<file path="config.mk">
export PLATFORM = sky130hd
export DESIGN_NAME = ccp_unit_flat
export DESIGN_NICKNAME = d
export VERILOG_FILES = /design/src/hdl/ccp_unit_fix.sv /design/src/inc/ccp_pkg.sv /design/src/inc/ccp_if.sv /design/src/hdl/ccp_unit.sv /design/src/flat_wrapper.sv
export SDC_FILE = /design/constraint.sdc
export NUM_CORES = 1
export LEC_CHECK = 0
export BUFFER_PORTS_ARGS = -buffer_cell sky130_fd_sc_hd__buf_4
export CORE_MARGIN = 3
export CORE_UTILIZATION = 66
export CTS_CLUSTER_SIZE = 24
export DETAILED_ROUTE_END_ITERATION = 7
export HOLD_SLACK_MARGIN = 0.12
export PLACE_DENSITY = 0.86
export SLEW_MARGIN = 15
export SYNTH_ARGS = -nofsm -noshare
export SYNTH_HDL_FRONTEND = slang
export SYNTH_SLANG_ARGS = --single-unit
</file>
<file path="constraint.sdc">
create_clock -name SYS_CLK -period 3.93 [get_ports SYS_CLK]
set_clock_uncertainty 0.15 [all_clocks]
set_input_delay 0 -clock SYS_CLK [delete_from_list [all_inputs] [get_ports SYS_CLK]]
set_output_delay 0 -clock SYS_CLK [all_outputs]
set_load 0.005 [all_outputs]
</file>
<file path="src/hdl/ccp_unit_fix.sv">
`timescale 1ns/1ns

</file>
<file path="src/inc/ccp_pkg.sv">
package ccp_pkg;
    // unit register indices on the link
    localparam int REG_ADDR_W = 3;
    localparam logic [2:0] IDX_CONTROL = 3'h0;
    localparam logic [2:0] IDX_VALUE_LOW = 3'h1;
    localparam logic [2:0] IDX_VALUE_HIGH = 3'h2;
    localparam logic [2:0] IDX_T1_LOW = 3'h3;
    localparam logic [2:0] IDX_T1_HIGH = 3'h4;
    localparam logic [2:0] IDX_PERIOD = 3'h5;
    localparam logic [2:0] IDX_T2_CONTROL = 3'h6;
    localparam logic [2:0] IDX_T2_COUNT = 3'h7;
    // control register fields
    localparam int MODE_LSB = 0;
    localparam int DUTY_LSB = 4;
    localparam logic [3:0] MODE_OFF = 4'h0;
    localparam logic [3:0] MODE_TRIGGER = 4'hB;
    localparam logic [1:0] CLASS_COMPARE = 2'h2;
    localparam logic [1:0] CLASS_PWM = 2'h3;
    // timer2 control fields
    localparam int T2_RUN_BIT = 2;
    localparam int T2_PS_LSB = 0;
    localparam logic [1:0] PS_1 = 2'h0;
    localparam logic [1:0] PS_4 = 2'h1;
    localparam logic [5:0] FINE_TOP_1 = 6'h03;
    localparam logic [5:0] FINE_TOP_4 = 6'h0F;
    localparam logic [5:0] FINE_TOP_16 = 6'h3F;
    // reset values and the Timer1 top count
    localparam logic [7:0] CONTROL_RESET = 8'h00;
    localparam logic [7:0] PERIOD_RESET = 8'hFF;
    localparam logic [7:0] BYTE_RESET = 8'h00;
    localparam logic [15:0] T1_MAX = 16'hFFFF;
    // controller register offsets (AHB byte addresses)
    localparam logic [7:0] ADDR_CTRL = 8'h00;
    localparam logic [7:0] ADDR_STATUS = 8'h04;
    localparam logic [7:0] ADDR_REG_WRITE = 8'h08;
    localparam logic [7:0] ADDR_REG_READ = 8'h0C;
    localparam logic [7:0] ADDR_READ_DATA = 8'h10;
    localparam logic [7:0] ADDR_CONV_COUNT = 8'h14;
    localparam logic [7:0] ADDR_T1_DIV = 8'h18;
    // controller fields
    localparam int CTRL_ADC_EN = 0;
    localparam int CTRL_PIN_DIR = 1;
    localparam logic [1:0] CTRL_RESET = 2'h2;
    localparam int ST_EVENT = 0;
    localparam int ST_T1_OVF = 1;
    localparam int ST_T2_MATCH = 2;
    localparam int ST_PIN = 3;
    localparam int CMD_ADDR_LSB = 8;
endpackage

</file>
<file path="src/inc/ccp_if.sv">
`timescale 1ns/1ns
interface ccp_if;
    logic reg_wr;
    logic [2:0] reg_addr;
    logic [7:0] reg_wdata;
    logic [7:0] reg_rdata;
    logic timer1_tick;
    logic adc_enable;
    logic adc_start;
    logic ccp_event;
    logic timer1_overflow;
    logic timer2_match;
    logic pin_out;
    logic pin_oe;

    modport unit (
        input reg_wr, reg_addr, reg_wdata, timer1_tick, adc_enable,
        output reg_rdata, adc_start, ccp_event, timer1_overflow, timer2_match,
        output pin_out, pin_oe
    );
    modport host (
        output reg_wr, reg_addr, reg_wdata, timer1_tick, adc_enable,
        input reg_rdata, adc_start, ccp_event, timer1_overflow, timer2_match,
        input pin_out, pin_oe
    );
endinterface

</file>
<file path="src/hdl/ccp_unit.sv">
`timescale 1ns/1ns
module ccp_unit (
    // system
    input wire logic SYS_CLK,
    input wire logic RSTN,
    // high while the system clock is considered stopped
    input wire logic SLEEP,
    // link to the controller
    ccp_if.unit LINK
);
    logic [7:0] control;
    logic [7:0] value_low;
    logic [7:0] value_high;
    logic [7:0] period;
    logic [7:0] t2_control;
    logic [7:0] t2_count;
    logic [15:0] t1_count;
    logic [1:0] duty_latch;
    logic [5:0] fine;
    logic pin_level;
    logic match_prev;

    logic [3:0] mode;
    logic trig_mode;
    logic compare_mode;
    logic pwm_mode;
    logic awake;
    logic match;
    logic match_new;
    logic t1_write;
    logic t1_reset;
    logic [1:0] prescale;
    logic [5:0] fine_top;
    logic t2_run;
    logic fine_wrap;
    logic period_end;
    logic [9:0] duty_next;
    logic t2_write;
    logic [5:0] next_fine;
    logic [7:0] next_t2_count;
    logic [1:0] next_tb_low;
    logic [9:0] next_time_base;

    assign mode = control[ccp_pkg::MODE_LSB +: 4];
    assign trig_mode = (mode == ccp_pkg::MODE_TRIGGER);
    assign compare_mode = (mode[3:2] == ccp_pkg::CLASS_COMPARE);
    assign pwm_mode = (mode[3:2] == ccp_pkg::CLASS_PWM);
    assign awake = ~SLEEP;

    // register writes over the link
    always_ff @(posedge SYS_CLK or negedge RSTN) begin
        if (!RSTN) begin
            control <= ccp_pkg::CONTROL_RESET;
            value_low <= ccp_pkg::BYTE_RESET;
            period <= ccp_pkg::PERIOD_RESET;
            t2_control <= ccp_pkg::BYTE_RESET;
        end else if (LINK.reg_wr) begin
            unique case (LINK.reg_addr)
                ccp_pkg::IDX_CONTROL: begin
                    control <= LINK.reg_wdata;
                end
                ccp_pkg::IDX_VALUE_LOW: begin
                    value_low <= LINK.reg_wdata;
                end
                ccp_pkg::IDX_PERIOD: begin
                    period <= LINK.reg_wdata;
                end
                ccp_pkg::IDX_T2_CONTROL: begin
                    t2_control <= LINK.reg_wdata;
                end
                default: begin
                end
            endcase
        end
    end

    // read-back mux
    always_comb begin
        unique case (LINK.reg_addr)
            ccp_pkg::IDX_CONTROL: LINK.reg_rdata = control;
            ccp_pkg::IDX_VALUE_LOW: LINK.reg_rdata = value_low;
            ccp_pkg::IDX_VALUE_HIGH: LINK.reg_rdata = value_high;
            ccp_pkg::IDX_T1_LOW: LINK.reg_rdata = t1_count[7:0];
            ccp_pkg::IDX_T1_HIGH: LINK.reg_rdata = t1_count[15:8];
            ccp_pkg::IDX_PERIOD: LINK.reg_rdata = period;
            ccp_pkg::IDX_T2_CONTROL: LINK.reg_rdata = t2_control;
            ccp_pkg::IDX_T2_COUNT: LINK.reg_rdata = t2_count;
        endcase
    end

    // ---------------- compare against Timer1 ----------------
    assign match = (t1_count == {value_high, value_low});
    // only the first cycle of a standing match counts as an event
    assign match_new = awake & compare_mode & match & ~match_prev;
    assign LINK.ccp_event = match_new;
    // one pulse per match in trigger mode, gated by the converter enable
    assign LINK.adc_start = match_new & trig_mode & LINK.adc_enable;

    always_ff @(posedge SYS_CLK or negedge RSTN) begin
        if (!RSTN) begin
            match_prev <= 1'b0;
        end else if (awake) begin
            match_prev <= compare_mode & match;
        end
    end

    assign t1_write = LINK.reg_wr &
                      (LINK.reg_addr == ccp_pkg::IDX_T1_LOW ||
                       LINK.reg_addr == ccp_pkg::IDX_T1_HIGH);
    // reset waits for the Timer1 tick and needs the match still standing
    assign t1_reset = trig_mode & match;

    always_ff @(posedge SYS_CLK or negedge RSTN) begin
        if (!RSTN) begin
            t1_count <= 16'h0000;
        end else if (t1_write) begin
            if (LINK.reg_addr == ccp_pkg::IDX_T1_LOW) begin
                t1_count[7:0] <= LINK.reg_wdata;
            end else begin
                t1_count[15:8] <= LINK.reg_wdata;
            end
        end else if (awake && LINK.timer1_tick) begin
            if (t1_reset) begin
                t1_count <= 16'h0000;
            end else begin
                t1_count <= t1_count + 16'h0001;
            end
        end
    end

    // only a genuine wrap reports overflow
    assign LINK.timer1_overflow = awake & LINK.timer1_tick & ~t1_write & ~t1_reset &
                                  (t1_count == ccp_pkg::T1_MAX);

    // ---------------- Timer2 time base ----------------
    assign prescale = t2_control[ccp_pkg::T2_PS_LSB +: 2];
    assign t2_run = t2_control[ccp_pkg::T2_RUN_BIT] & awake;

    always_comb begin
        if (prescale == ccp_pkg::PS_1) begin
            fine_top = ccp_pkg::FINE_TOP_1;
        end else if (prescale == ccp_pkg::PS_4) begin
            fine_top = ccp_pkg::FINE_TOP_4;
        end else begin
            fine_top = ccp_pkg::FINE_TOP_16;
        end
    end

    assign fine_wrap = t2_run & (fine == fine_top);
    assign period_end = fine_wrap & (t2_count == period);
    assign LINK.timer2_match = period_end;
    assign duty_next = {value_low, control[ccp_pkg::DUTY_LSB +: 2]};

    // prescaler restarts whenever software writes the count
    assign t2_write = LINK.reg_wr & (LINK.reg_addr == ccp_pkg::IDX_T2_COUNT);
    assign next_fine = (t2_write || fine_wrap) ? 6'h00 : (t2_run ? fine + 6'h01 : fine);

    always_comb begin
        if (t2_write) begin
            next_t2_count = LINK.reg_wdata;
        end else if (period_end) begin
            next_t2_count = ccp_pkg::BYTE_RESET;
        end else if (fine_wrap) begin
            next_t2_count = t2_count + 8'h01;
        end else begin
            next_t2_count = t2_count;
        end
    end

    always_comb begin
        if (prescale == ccp_pkg::PS_1) begin
            next_tb_low = next_fine[1:0];
        end else if (prescale == ccp_pkg::PS_4) begin
            next_tb_low = next_fine[3:2];
        end else begin
            next_tb_low = next_fine[5:4];
        end
    end

    // time base of the coming cycle, so the registered pin drops at the duty count
    assign next_time_base = {next_t2_count, next_tb_low};

    always_ff @(posedge SYS_CLK or negedge RSTN) begin
        if (!RSTN) begin
            fine <= 6'h00;
            t2_count <= ccp_pkg::BYTE_RESET;
        end else begin
            fine <= next_fine;
            t2_count <= next_t2_count;
        end
    end

    // duty double buffer; software owns the high byte outside PWM
    always_ff @(posedge SYS_CLK or negedge RSTN) begin
        if (!RSTN) begin
            value_high <= ccp_pkg::BYTE_RESET;
            duty_latch <= 2'h0;
        end else if (pwm_mode) begin
            if (period_end) begin
                value_high <= value_low;
                duty_latch <= control[ccp_pkg::DUTY_LSB +: 2];
            end
        end else if (LINK.reg_wr && LINK.reg_addr == ccp_pkg::IDX_VALUE_HIGH) begin
            value_high <= LINK.reg_wdata;
        end
    end

    // high is the on state; a duty past the period never clears the pin
    always_ff @(posedge SYS_CLK or negedge RSTN) begin
        if (!RSTN) begin
            pin_level <= 1'b0;
        end else if (!pwm_mode) begin
            pin_level <= 1'b0;
        end else if (period_end) begin
            pin_level <= (duty_next != 10'h000);
        end else if (t2_run && next_time_base == {value_high, duty_latch}) begin
            pin_level <= 1'b0;
        end
    end

    // pin is driven only in PWM mode, never in compare or trigger mode
    assign LINK.pin_oe = pwm_mode;
    assign LINK.pin_out = pin_level;
endmodule

</file>
<file path="src/flat_wrapper.sv">
// flat-port wrapper written by rule: the top's interface ports become plain ports
module ccp_unit_flat 
  (SYS_CLK, RSTN, SLEEP, LINK_reg_wr, LINK_reg_addr, LINK_reg_wdata, LINK_timer1_tick, LINK_adc_enable, LINK_reg_rdata, LINK_adc_start, LINK_ccp_event, LINK_timer1_overflow, LINK_timer2_match, LINK_pin_out, LINK_pin_oe);
  ccp_if LINK_i ();
  input wire logic SYS_CLK;
  input wire logic RSTN;
  input wire logic SLEEP;
  input wire logic [$bits(LINK_i.reg_wr)-1:0] LINK_reg_wr;
  input wire logic [$bits(LINK_i.reg_addr)-1:0] LINK_reg_addr;
  input wire logic [$bits(LINK_i.reg_wdata)-1:0] LINK_reg_wdata;
  input wire logic [$bits(LINK_i.timer1_tick)-1:0] LINK_timer1_tick;
  input wire logic [$bits(LINK_i.adc_enable)-1:0] LINK_adc_enable;
  output wire logic [$bits(LINK_i.reg_rdata)-1:0] LINK_reg_rdata;
  output wire logic [$bits(LINK_i.adc_start)-1:0] LINK_adc_start;
  output wire logic [$bits(LINK_i.ccp_event)-1:0] LINK_ccp_event;
  output wire logic [$bits(LINK_i.timer1_overflow)-1:0] LINK_timer1_overflow;
  output wire logic [$bits(LINK_i.timer2_match)-1:0] LINK_timer2_match;
  output wire logic [$bits(LINK_i.pin_out)-1:0] LINK_pin_out;
  output wire logic [$bits(LINK_i.pin_oe)-1:0] LINK_pin_oe;
  assign LINK_i.reg_wr = LINK_reg_wr;
  assign LINK_i.reg_addr = LINK_reg_addr;
  assign LINK_i.reg_wdata = LINK_reg_wdata;
  assign LINK_i.timer1_tick = LINK_timer1_tick;
  assign LINK_i.adc_enable = LINK_adc_enable;
  assign LINK_reg_rdata = LINK_i.reg_rdata;
  assign LINK_adc_start = LINK_i.adc_start;
  assign LINK_ccp_event = LINK_i.ccp_event;
  assign LINK_timer1_overflow = LINK_i.timer1_overflow;
  assign LINK_timer2_match = LINK_i.timer2_match;
  assign LINK_pin_out = LINK_i.pin_out;
  assign LINK_pin_oe = LINK_i.pin_oe;
  ccp_unit u_core (.SYS_CLK(SYS_CLK), .RSTN(RSTN), .SLEEP(SLEEP), .LINK(LINK_i));
endmodule
</file>
Word level (Yosys, flattened, before mapping):

Index checks and enable logic that the tools add are counted.

* reduce and logical (&&, ||, !) cells: 18
* muxes and demuxes: 21
* bitwise operators: 20
* equality and inequality tests: 20
* add/subtract/negate cells: 3

Operator list (number)
* $mux W8: 8
* $pmux W8 S8: 1
* $mux W16: 3
* $mux W6: 4
* $add A16 B1 Y16 const B: 1
* $and A1 B1 Y1: 16
* $eq A16 B16 Y1: 1
* $eq A16 B16 Y1 const B: 1
* $reduce_and A2 Y1: 8
* $eq A3 B3 Y1 const B: 4
* $eq A10 B10 Y1: 1
* $reduce_bool A10 Y1: 1
* $add A8 B1 Y8 const B: 1
* $eq A8 B8 Y1: 1
* $add A6 B1 Y6 const B: 1
* $eq A3 B2 Y1 const B: 2
* $eq A6 B6 Y1: 1
* $ne A2 B2 Y1 const B: 3
* $eq A2 B2 Y1 const B: 2
* $eq A4 B4 Y1 const B: 1
* $mux W2: 2
* $not A1 Y1: 4
* $reduce_bool A2 Y1: 2
* $eq A3 B1 Y1 const B: 1
* 7 further kinds: 12

* output and inout port bits: 14
* logic and storage cells: 94
* register bits: 74
* bits of input ports: 17

Depth between registers and ports, before layout:

Gate-level depths: netlist of the first run.

* word-level depth: 14
* gate-level depth with buffers: 11
* mapped depth without buffers: 9

Least setup slack after synthesis of the first run:

No wires, ideal clock.

* kind: register -> register
* from: reg u_core.fine[2]
* to: reg u_core.pin_level, in the netlist u_core.LINK.pin_out
* cell stages (with the launch flop): 9
* data arrival time: 2.230 ns
* period minus slack after synthesis: 2.518 ns
* slack: 1.412 ns
* path buffers: 0
* required time: 3.642 ns
* setup time: 0.138 ns
* cell sequence: dfrtp_1 > or3_4 > a21oi_4 > o21ai_4 > nor2_8 > a211oi_1 > or4_4 > a2111oi_2 > a31oi_1

* word-level cells in the longest chain between the ends: 9
* elaborated cells between the ends (all ways): 17
* those cells by class: add/sub: 1; eq/ne: 3; mux: 9; bitwise: 2; reduce/logical: 2

RTL lines
* from (decl): line ccp_unit.sv:19 `logic [5:0] fine;`
* from (signal assigned): line ccp_unit.sv:188 `fine <= next_fine;`
* branches (longest 9 deep; another with $add A6 B1 Y6)
* to (signal assigned): line ccp_unit.sv:215 `pin_level <= (duty_next != 10'h000);`
* to (decl): line ccp_unit.sv:20 `logic pin_level;`

Parallel ways; which one is timed is not known.
A chain may end at the register's enable or synchronous reset.

Worst setup path in the final report of the first run:

* from: reg u_core.t2_count[3]
* to: reg u_core.value_high[7]

* word-level cells in the longest chain between the ends: 4

RTL lines
* from (decl): line ccp_unit.sv:16 `logic [7:0] t2_count;`
* from (signal assigned): line ccp_unit.sv:186 `t2_count <= ccp_pkg::BYTE_RESET;`
* from (signal assigned): line ccp_unit.sv:189 `t2_count <= next_t2_count;`
* $eq A8 B8 Y1: line ccp_unit.sv:150 `assign period_end = fine_wrap & (t2_count == period);`
* $and A1 B1 Y1: line ccp_unit.sv:150
* $ne A2 B2 Y1 (no line)
* $reduce_and A2 Y1 (no line)
* to (signal assigned): line ccp_unit.sv:196 `value_high <= ccp_pkg::BYTE_RESET;`
* to (signal assigned): line ccp_unit.sv:200 `value_high <= value_low;`
* to (signal assigned): line ccp_unit.sv:204 `value_high <= LINK.reg_wdata;`
* to (decl): line ccp_unit.sv:13 `logic [7:0] value_high;`

Every way passes these cells.

==> impl_metrics.ini, run 1 <==
[clock_network]
insertion_delay_ns = 0.35
cts_root_buf = clkbuf_8
htreeDepth = 3
cts_tree = done
hold_buffers = 11
post_cts_buffers = 0
clock_sinks = 74
cts_max_path_buffers = 2
ctsResizeCount = 0
clk_pin_slew_worst_paths_ns = 0.08
numCtsBuffers = 9

[setup_path]
start_kind = flop
crit_path_end_kind = flop
path_class = flop to flop
critical_path_buf_inv_count = 0
reg2reg_to = u_core.value_high[7]
arrival_ns = 3.44
crit_family = simple AND/OR/NAND/NOR gates
worstPathRequired_ns = 4.04
startpoint = u_core.t2_count[3]
reg2reg_from = u_core.t2_count[3]
worstPathCellList = xor2_1 > nor4_2 > and2_1 > nand2_1 > o22ai_2 > nor2_1 > a21oi_1
cp_slowest_cell = o22ai_2
rr_worst_depth = 7
r2r_setup_slack_ns = 0.59
crit_path_max_incr_delay_ns = 0.72
crit_fanout = 16

[placement]
gp_congestion = 0.973
dpl.cell_count = 636
dp_hpwl_um = 10700
portBuffers = 30

[detailed_routing]
routed_via_density = 7.33
wirelength_um = 15900
first_pass_iters = 7
routedWlPerCell_um = 24.0
vias = 4862
ant_nets = 0
drc = 0
drt-initial-drc-count = 839

[logic_synthesis]
synth_edf_count = 0
syn-num-nets = 562
synth-simple-area-share = 0.171
synthMuxAreaShare = 0.142
netlist_instances = 542
ys_async_sr_fraction = 1.00
synth_xor_area_frac = 0.0636
avgSynthCellArea_um2 = 9.40
synth-compound-area-share = 0.198
synth_top_family_by_area = compound AO/OA/AOI/OAI gates
yosysWarningCount = 0
synth_ff_type = dfrtp_1
synth_fa_ha_area_frac = 0.00737
syn_area_um2 = 5100
yosysUniqueCellTypes = 71
synth_seq_area_share = 0.365
ys_ff_latch = 74

[sta]
fmax_mhz = 300
maxSlewViolCount = 0
final_hold_viol_count = 0
slew_headroom = 0.285
finalSetupTns_ns = 0
post-route-min-period_ns = 3.34
period_share = 0.849
rsz0062_at_grt = no
setup_violations = 0
worst_pin_slew_ns = 1.07

[global_routing]
antenna_found_initial = 0
grt_overflow = 0
grt_max_degree = 75
grt_pass1_vias = 4521
grt_pass1_wl_um = 24900
track_usage = 0.373

[power]
p_leak_nw = 2.39
peakVddDrop_mv = 0.386
swShare = 0.385
p_seq_frac = 0.445
net-switching-power_mw = 1.16
clock_power_share = 0.240
internal_power_mw = 1.86
p_per_area_nw_per_um2 = 538
pwr-share-comb = 0.315

[floorplanning]
num_rows = 31
die_area_um2 = 8810
initial_core_util = 0.692
ios = 31
die_h_um = 93.9
core_area_um2 = 7370
die_w_um = 93.9

[hold_path]
hold_path_class = input port to asynchronous set/reset pin

[final_layout]
area_growth_pct = 10.2
num_antenna_cells = 0
num-nets-final = 579
final_cells = 663
drive_gt1_frac = 0.218
fill_cells = 509

[outcome]
status = complete, no violations

[flow_run]
maxCapViolCount = 0
area by class of cell:
| type | instances | area, µm² | share of cell area |
|---|---|---|---|
| inverter | 16 | 60.1 | 0.0107 |
| tap | 99 | 124 | 0.0221 |
| multi-input combinational | 413 | 2970 | 0.529 |
| sequential | 74 | 1860 | 0.331 |
| clock buffer | 12 | 135 | 0.0241 |
| clock inverter | 4 | 98.8 | 0.0176 |
| timing repair buffer | 45 | 365 | 0.0650 |
logic make-up (layout without fill, tap and decap cells):
logic type,count (synthesis),after routing
AO/OA/AOI/OAI,143,143
XOR/XNOR,37,37
adder cells (fa/ha/maj),3,3
buffers and inverters,55,77
flip-flops,74,74
multiplexers,60,60
AND/OR/NAND/NOR,170,170
per-stage QoR:
step,setup WS (ns),hold WS [ns],instance area (µm²),util,power [mW]
after floorplan,1.41,-0.446,5100,-,1.91
after global placement,0.938,0.0542,5270,0.715,2.19
after detailed placement,0.817,0.0562,5270,0.715,2.23
after CTS,0.732,0.172,5620,0.762,2.97
after global routing,0.451,0.207,5620,0.762,3.15
final,0.594,0.168,5620,0.762,3.02
worst max path at each step:
stage | end | cells past startpoint
5_1_grt | u_core.value_high[7] | 7
3_5_place_dp | u_core.LINK.pin_out | 8
4_1_cts | u_core.value_high[7] | 7
3_3_place_gp | u_core.LINK.pin_out | 8
2_1_floorplan | u_core.LINK.pin_out | 8
6_report | u_core.value_high[7] | 7
Yosys cell counts (3+ instances only):
master     count  area [µm²]
a211oi_1       4        30.0
and2_1         3        18.8
a221oi_1       6        52.6
mux4_2         6         135
dfstp_2        8         210
a32o_1         5        50.1
xnor2_1        5        43.8
inv_1         14        52.6
nor3_1        11        55.1
nand3_1       13        65.1
a21oi_1       36         180
o31ai_1        5        37.5
o2111ai_1      4        35.0
a22o_1        16         140
nand2_1       33         124
nand2b_1       6        37.5
buf_6          3        33.8
o21ai_0       26         130
nor2b_1        8        50.1
nor2_1        52         195
a22oi_1        8        60.1
buf_1          9        33.8
mux2i_1       14         140
o21ai_1        3        15.0
mux2_2        40         450
nand4_1        6        37.5
buf_4          3        22.5
nor4_1         7        43.8
xor2_1        32         280
dfrtp_1       66        1650
a31oi_1        5        31.3
ha_1           3        37.5
and3_1        14        87.6
clkbuf_1      20        75.1
flip-flops by register name, indices dropped and copies added (netlist names):
signal / cells
u_core.t1_count: 16
u_core.control: 8
u_core.period: 8
u_core.t2_control: 8
u_core.t2_count: 8
u_core.value_high: 8
u_core.value_low: 8
u_core.fine: 6
u_core.duty_latch: 2
u_core.LINK.pin_out: 1
u_core.match_prev: 1
cells in the final DEF, fill, tap and decap left out, types with 3 or more instances in the layout:
cell type,instances
a22o_1,16
inv_1,14
a22oi_1,8
nor4_1,7
clkbuf_1,3
and3_1,14
nand4_1,6
nor2b_1,8
dfrtp_1,66
a31oi_1,5
a221oi_1,6
mux2_2,40
buf_4,34
bufinv_16,3
mux4_2,6
ha_1,3
o21ai_0,26
o2111ai_1,4
dfstp_2,8
o31ai_1,5
xor2_1,32
dlygate4sd3_1,11
nor3_1,11
a21oi_1,36
clkbuf_8,9
nand2_1,33
mux2i_1,14
xnor2_1,5
a32o_1,5
o21ai_1,3
nor2_1,52
nand2b_1,6
a211oi_1,4
nand3_1,13
and2_1,3
layer usage:
layer,track usage,routed length [µm],vias up
li1,-,-,2031
met1,0.537,6230,2330
met2,0.540,6910,423
met3,0.0929,2130,78
met4,0.149,618,0
met5,0,0,-
power by group through the flow:
stage | clock, mW | combinational [mW] | sequential [mW]
global route | 0.752 | 1.04 | 1.35
global placement | 0 | 0.877 | 1.31
finish | 0.725 | 0.951 | 1.35
floorplan | 0 | 0.767 | 1.15
CTS | 0.724 | 0.933 | 1.31
detailed placement | 0 | 0.907 | 1.33
(Power assumes the default switching activity.)
==> run 2: changes to the inputs <==
--- a/config.mk
+++ b/config.mk
@@ -7,11 +7,11 @@
 export LEC_CHECK = 0
 export BUFFER_PORTS_ARGS = -buffer_cell sky130_fd_sc_hd__buf_4
 export CORE_MARGIN = 3
-export CORE_UTILIZATION = 66
+export CORE_UTILIZATION = 62
 export CTS_CLUSTER_SIZE = 24
 export DETAILED_ROUTE_END_ITERATION = 7
 export HOLD_SLACK_MARGIN = 0.12
-export PLACE_DENSITY = 0.86
+export PLACE_DENSITY = 0.81
 export SLEW_MARGIN = 15
 export SYNTH_ARGS = -nofsm -noshare
 export SYNTH_HDL_FRONTEND = slang
==> constraint.sdc (replaced) <==
create_clock -name SYS_CLK -period 3.45 [get_ports SYS_CLK]
set_clock_uncertainty 0.15 [all_clocks]
set_input_delay 0 -clock SYS_CLK [delete_from_list [all_inputs] [get_ports SYS_CLK]]
set_output_delay 0 -clock SYS_CLK [all_outputs]
set_load 0.005 [all_outputs]
==> run 2 against run 1 <==
Global-route usage fell by 4.1 points. Routed wire length fell by 4.5%. Non-clock buffer count rose by 5. Worst setup slack got worse by 0.26 ns. Combinational power rose by 17%. Highest routed layer unchanged.
==> impl_metrics.ini, run 2 (same netlist as run 1, synthesis figures left out) <==
[outcome]
status = complete, no violations

[sta]
setup_violations = 0
rsz0062_at_grt = no
fmax_mhz = 321
worst_pin_slew_ns = 0.970
slew_headroom = 0.349
finalSetupTns_ns = 0
final_hold_viol_count = 0
worst_slack_ns = 0.336
post-route-min-period_ns = 3.11
maxSlewViolCount = 0
period_share = 0.903

[placement]
gp_congestion = 0.946
dp_hpwl_um = 10500
portBuffers = 30
pre_cts_slack_ns = 0.363
dpl.cell_count = 645

[clock_network]
numCtsBuffers = 9
cts_tree = done
cts_max_path_buffers = 2
insertion_delay_ns = 0.36
hold_buffers = 10
cts_root_buf = clkbuf_8
clk_pin_slew_worst_paths_ns = 0.09
clock_sinks = 74
ctsResizeCount = 0
htreeDepth = 3
post_cts_buffers = 0

[power]
swShare = 0.400
p_per_area_nw_per_um2 = 588
peakVddDrop_mv = 0.345
pwr-share-comb = 0.335
p_total_mw = 3.30
p_seq_frac = 0.449
net-switching-power_mw = 1.32
internal_power_mw = 1.98
clock_power_share = 0.216
p_leak_nw = 2.40

[final_layout]
num-nets-final = 584
area_growth_pct = 10.3
final_cell_mix = 66 x dfrtp_1, 52 x nor2_1, 40 x mux2_2, 40 x buf_4, 36 x a21oi_1
final_cells = 671
largest-register = u_core.t1_count
num_antenna_cells = 0
final_common_cell = dfrtp_1
largest_reg_flops = 16
drive_gt1_frac = 0.232
utilization = 0.717
fill_cells = 612

[setup_path]
worstPathCellList = xor2_1 > nor4_2 > and2_1 > nor2_8 > o31a_1 > o41a_1 > a2111oi_2 > a31oi_1
cp_slowest_cell = and2_1
crit_path_max_incr_delay_ns = 0.59
critical_path_buf_inv_count = 0
crit_fanout = 14
crit_family = simple AND/OR/NAND/NOR gates
start_kind = flop
crit_path_end_kind = flop
worstPathRequired_ns = 3.53
arrival_ns = 3.19
path_class = flop to flop

[floorplanning]
die_area_um2 = 9340
core_area_um2 = 7850
die_h_um = 96.7
ios = 31
die_w_um = 96.7
initial_core_util = 0.649
num_rows = 32

[detailed_routing]
wirelength_um = 15200
routed_via_density = 6.92
drt-initial-drc-count = 634
routedWlPerCell_um = 22.6
vias = 4645
first_pass_iters = 5
ant_nets = 0
drc = 0

[global_routing]
grt_pass1_wl_um = 24700
grt_max_degree = 75
grt_pass1_vias = 4566
busiest_layer = met2
met2_usage = 0.525
grt_util_met3 = 0.0483
grtUsageMet1 = 0.442
antenna_found_initial = 0
grt_overflow = 0
track_usage = 0.332

[hold_path]
hold_path_class = input port to output pin

[flow_run]
maxCapViolCount = 0
run 2: area by class of cell:
type	count	area, µm²	share of cell area
clock buffer	9	124	0.0220
clock inverter	7	77.6	0.0138
inverter	16	60.1	0.0107
multi-input combinational	413	2970	0.528
sequential	74	1860	0.331
tap	102	128	0.0227
timing repair buffer	50	400	0.0712
run 2: worst reg2reg max path: cells and delay by family (launching register included):
kind                      cells  cell delay, ns
AOI/OAI and AO/OA             4            1.04
xor gates and xnor gates      1            0.23
DFF                           1            0.53
and+or+nand+nor               3            1.04
run 2: power groups by stage:
stage	registers (mW)	logic (mW)	clock network, mW
final	1.48	1.11	0.714
after global routing	1.51	1.22	0.750
after CTS	1.46	1.10	0.712
after detailed placement	1.47	1.08	0
after global placement	1.46	1.06	0
after floorplan	1.31	0.874	0
run 2: layer usage:
layer  wire length [µm]  vias to the layer above
met3               1270                       59
met1               6000                     2265
li1                   -                     2050
met4                736                        0
met5                  0                        -
met2               7170                      271
run 2: final timing paths:
kind	startpoint	depth (start not counted)	end	slack, ns
worst min register to register	u_core.match_prev	2	u_core.match_prev	0.36
worst max register to register	u_core.t2_count[4]	8	u_core.LINK.pin_out	0.34
max in group asynchronous	RSTN	2	u_core.t2_count[5]	2.34
worst min-delay path	LINK_adc_enable	3	LINK_adc_start	0.16
worst max-delay path	u_core.t2_count[4]	8	u_core.LINK.pin_out	0.34
min in group asynchronous	RSTN	2	u_core.control[7]	0.18
run 2: metrics by stage:
stage               hold slack, ns  area [µm²]
finish                       0.159        5620
detailed placement          0.0565        5320
global route                 0.167        5620
CTS                          0.140        5620
floorplan                   -0.446        5100
global placement            0.0484        5320
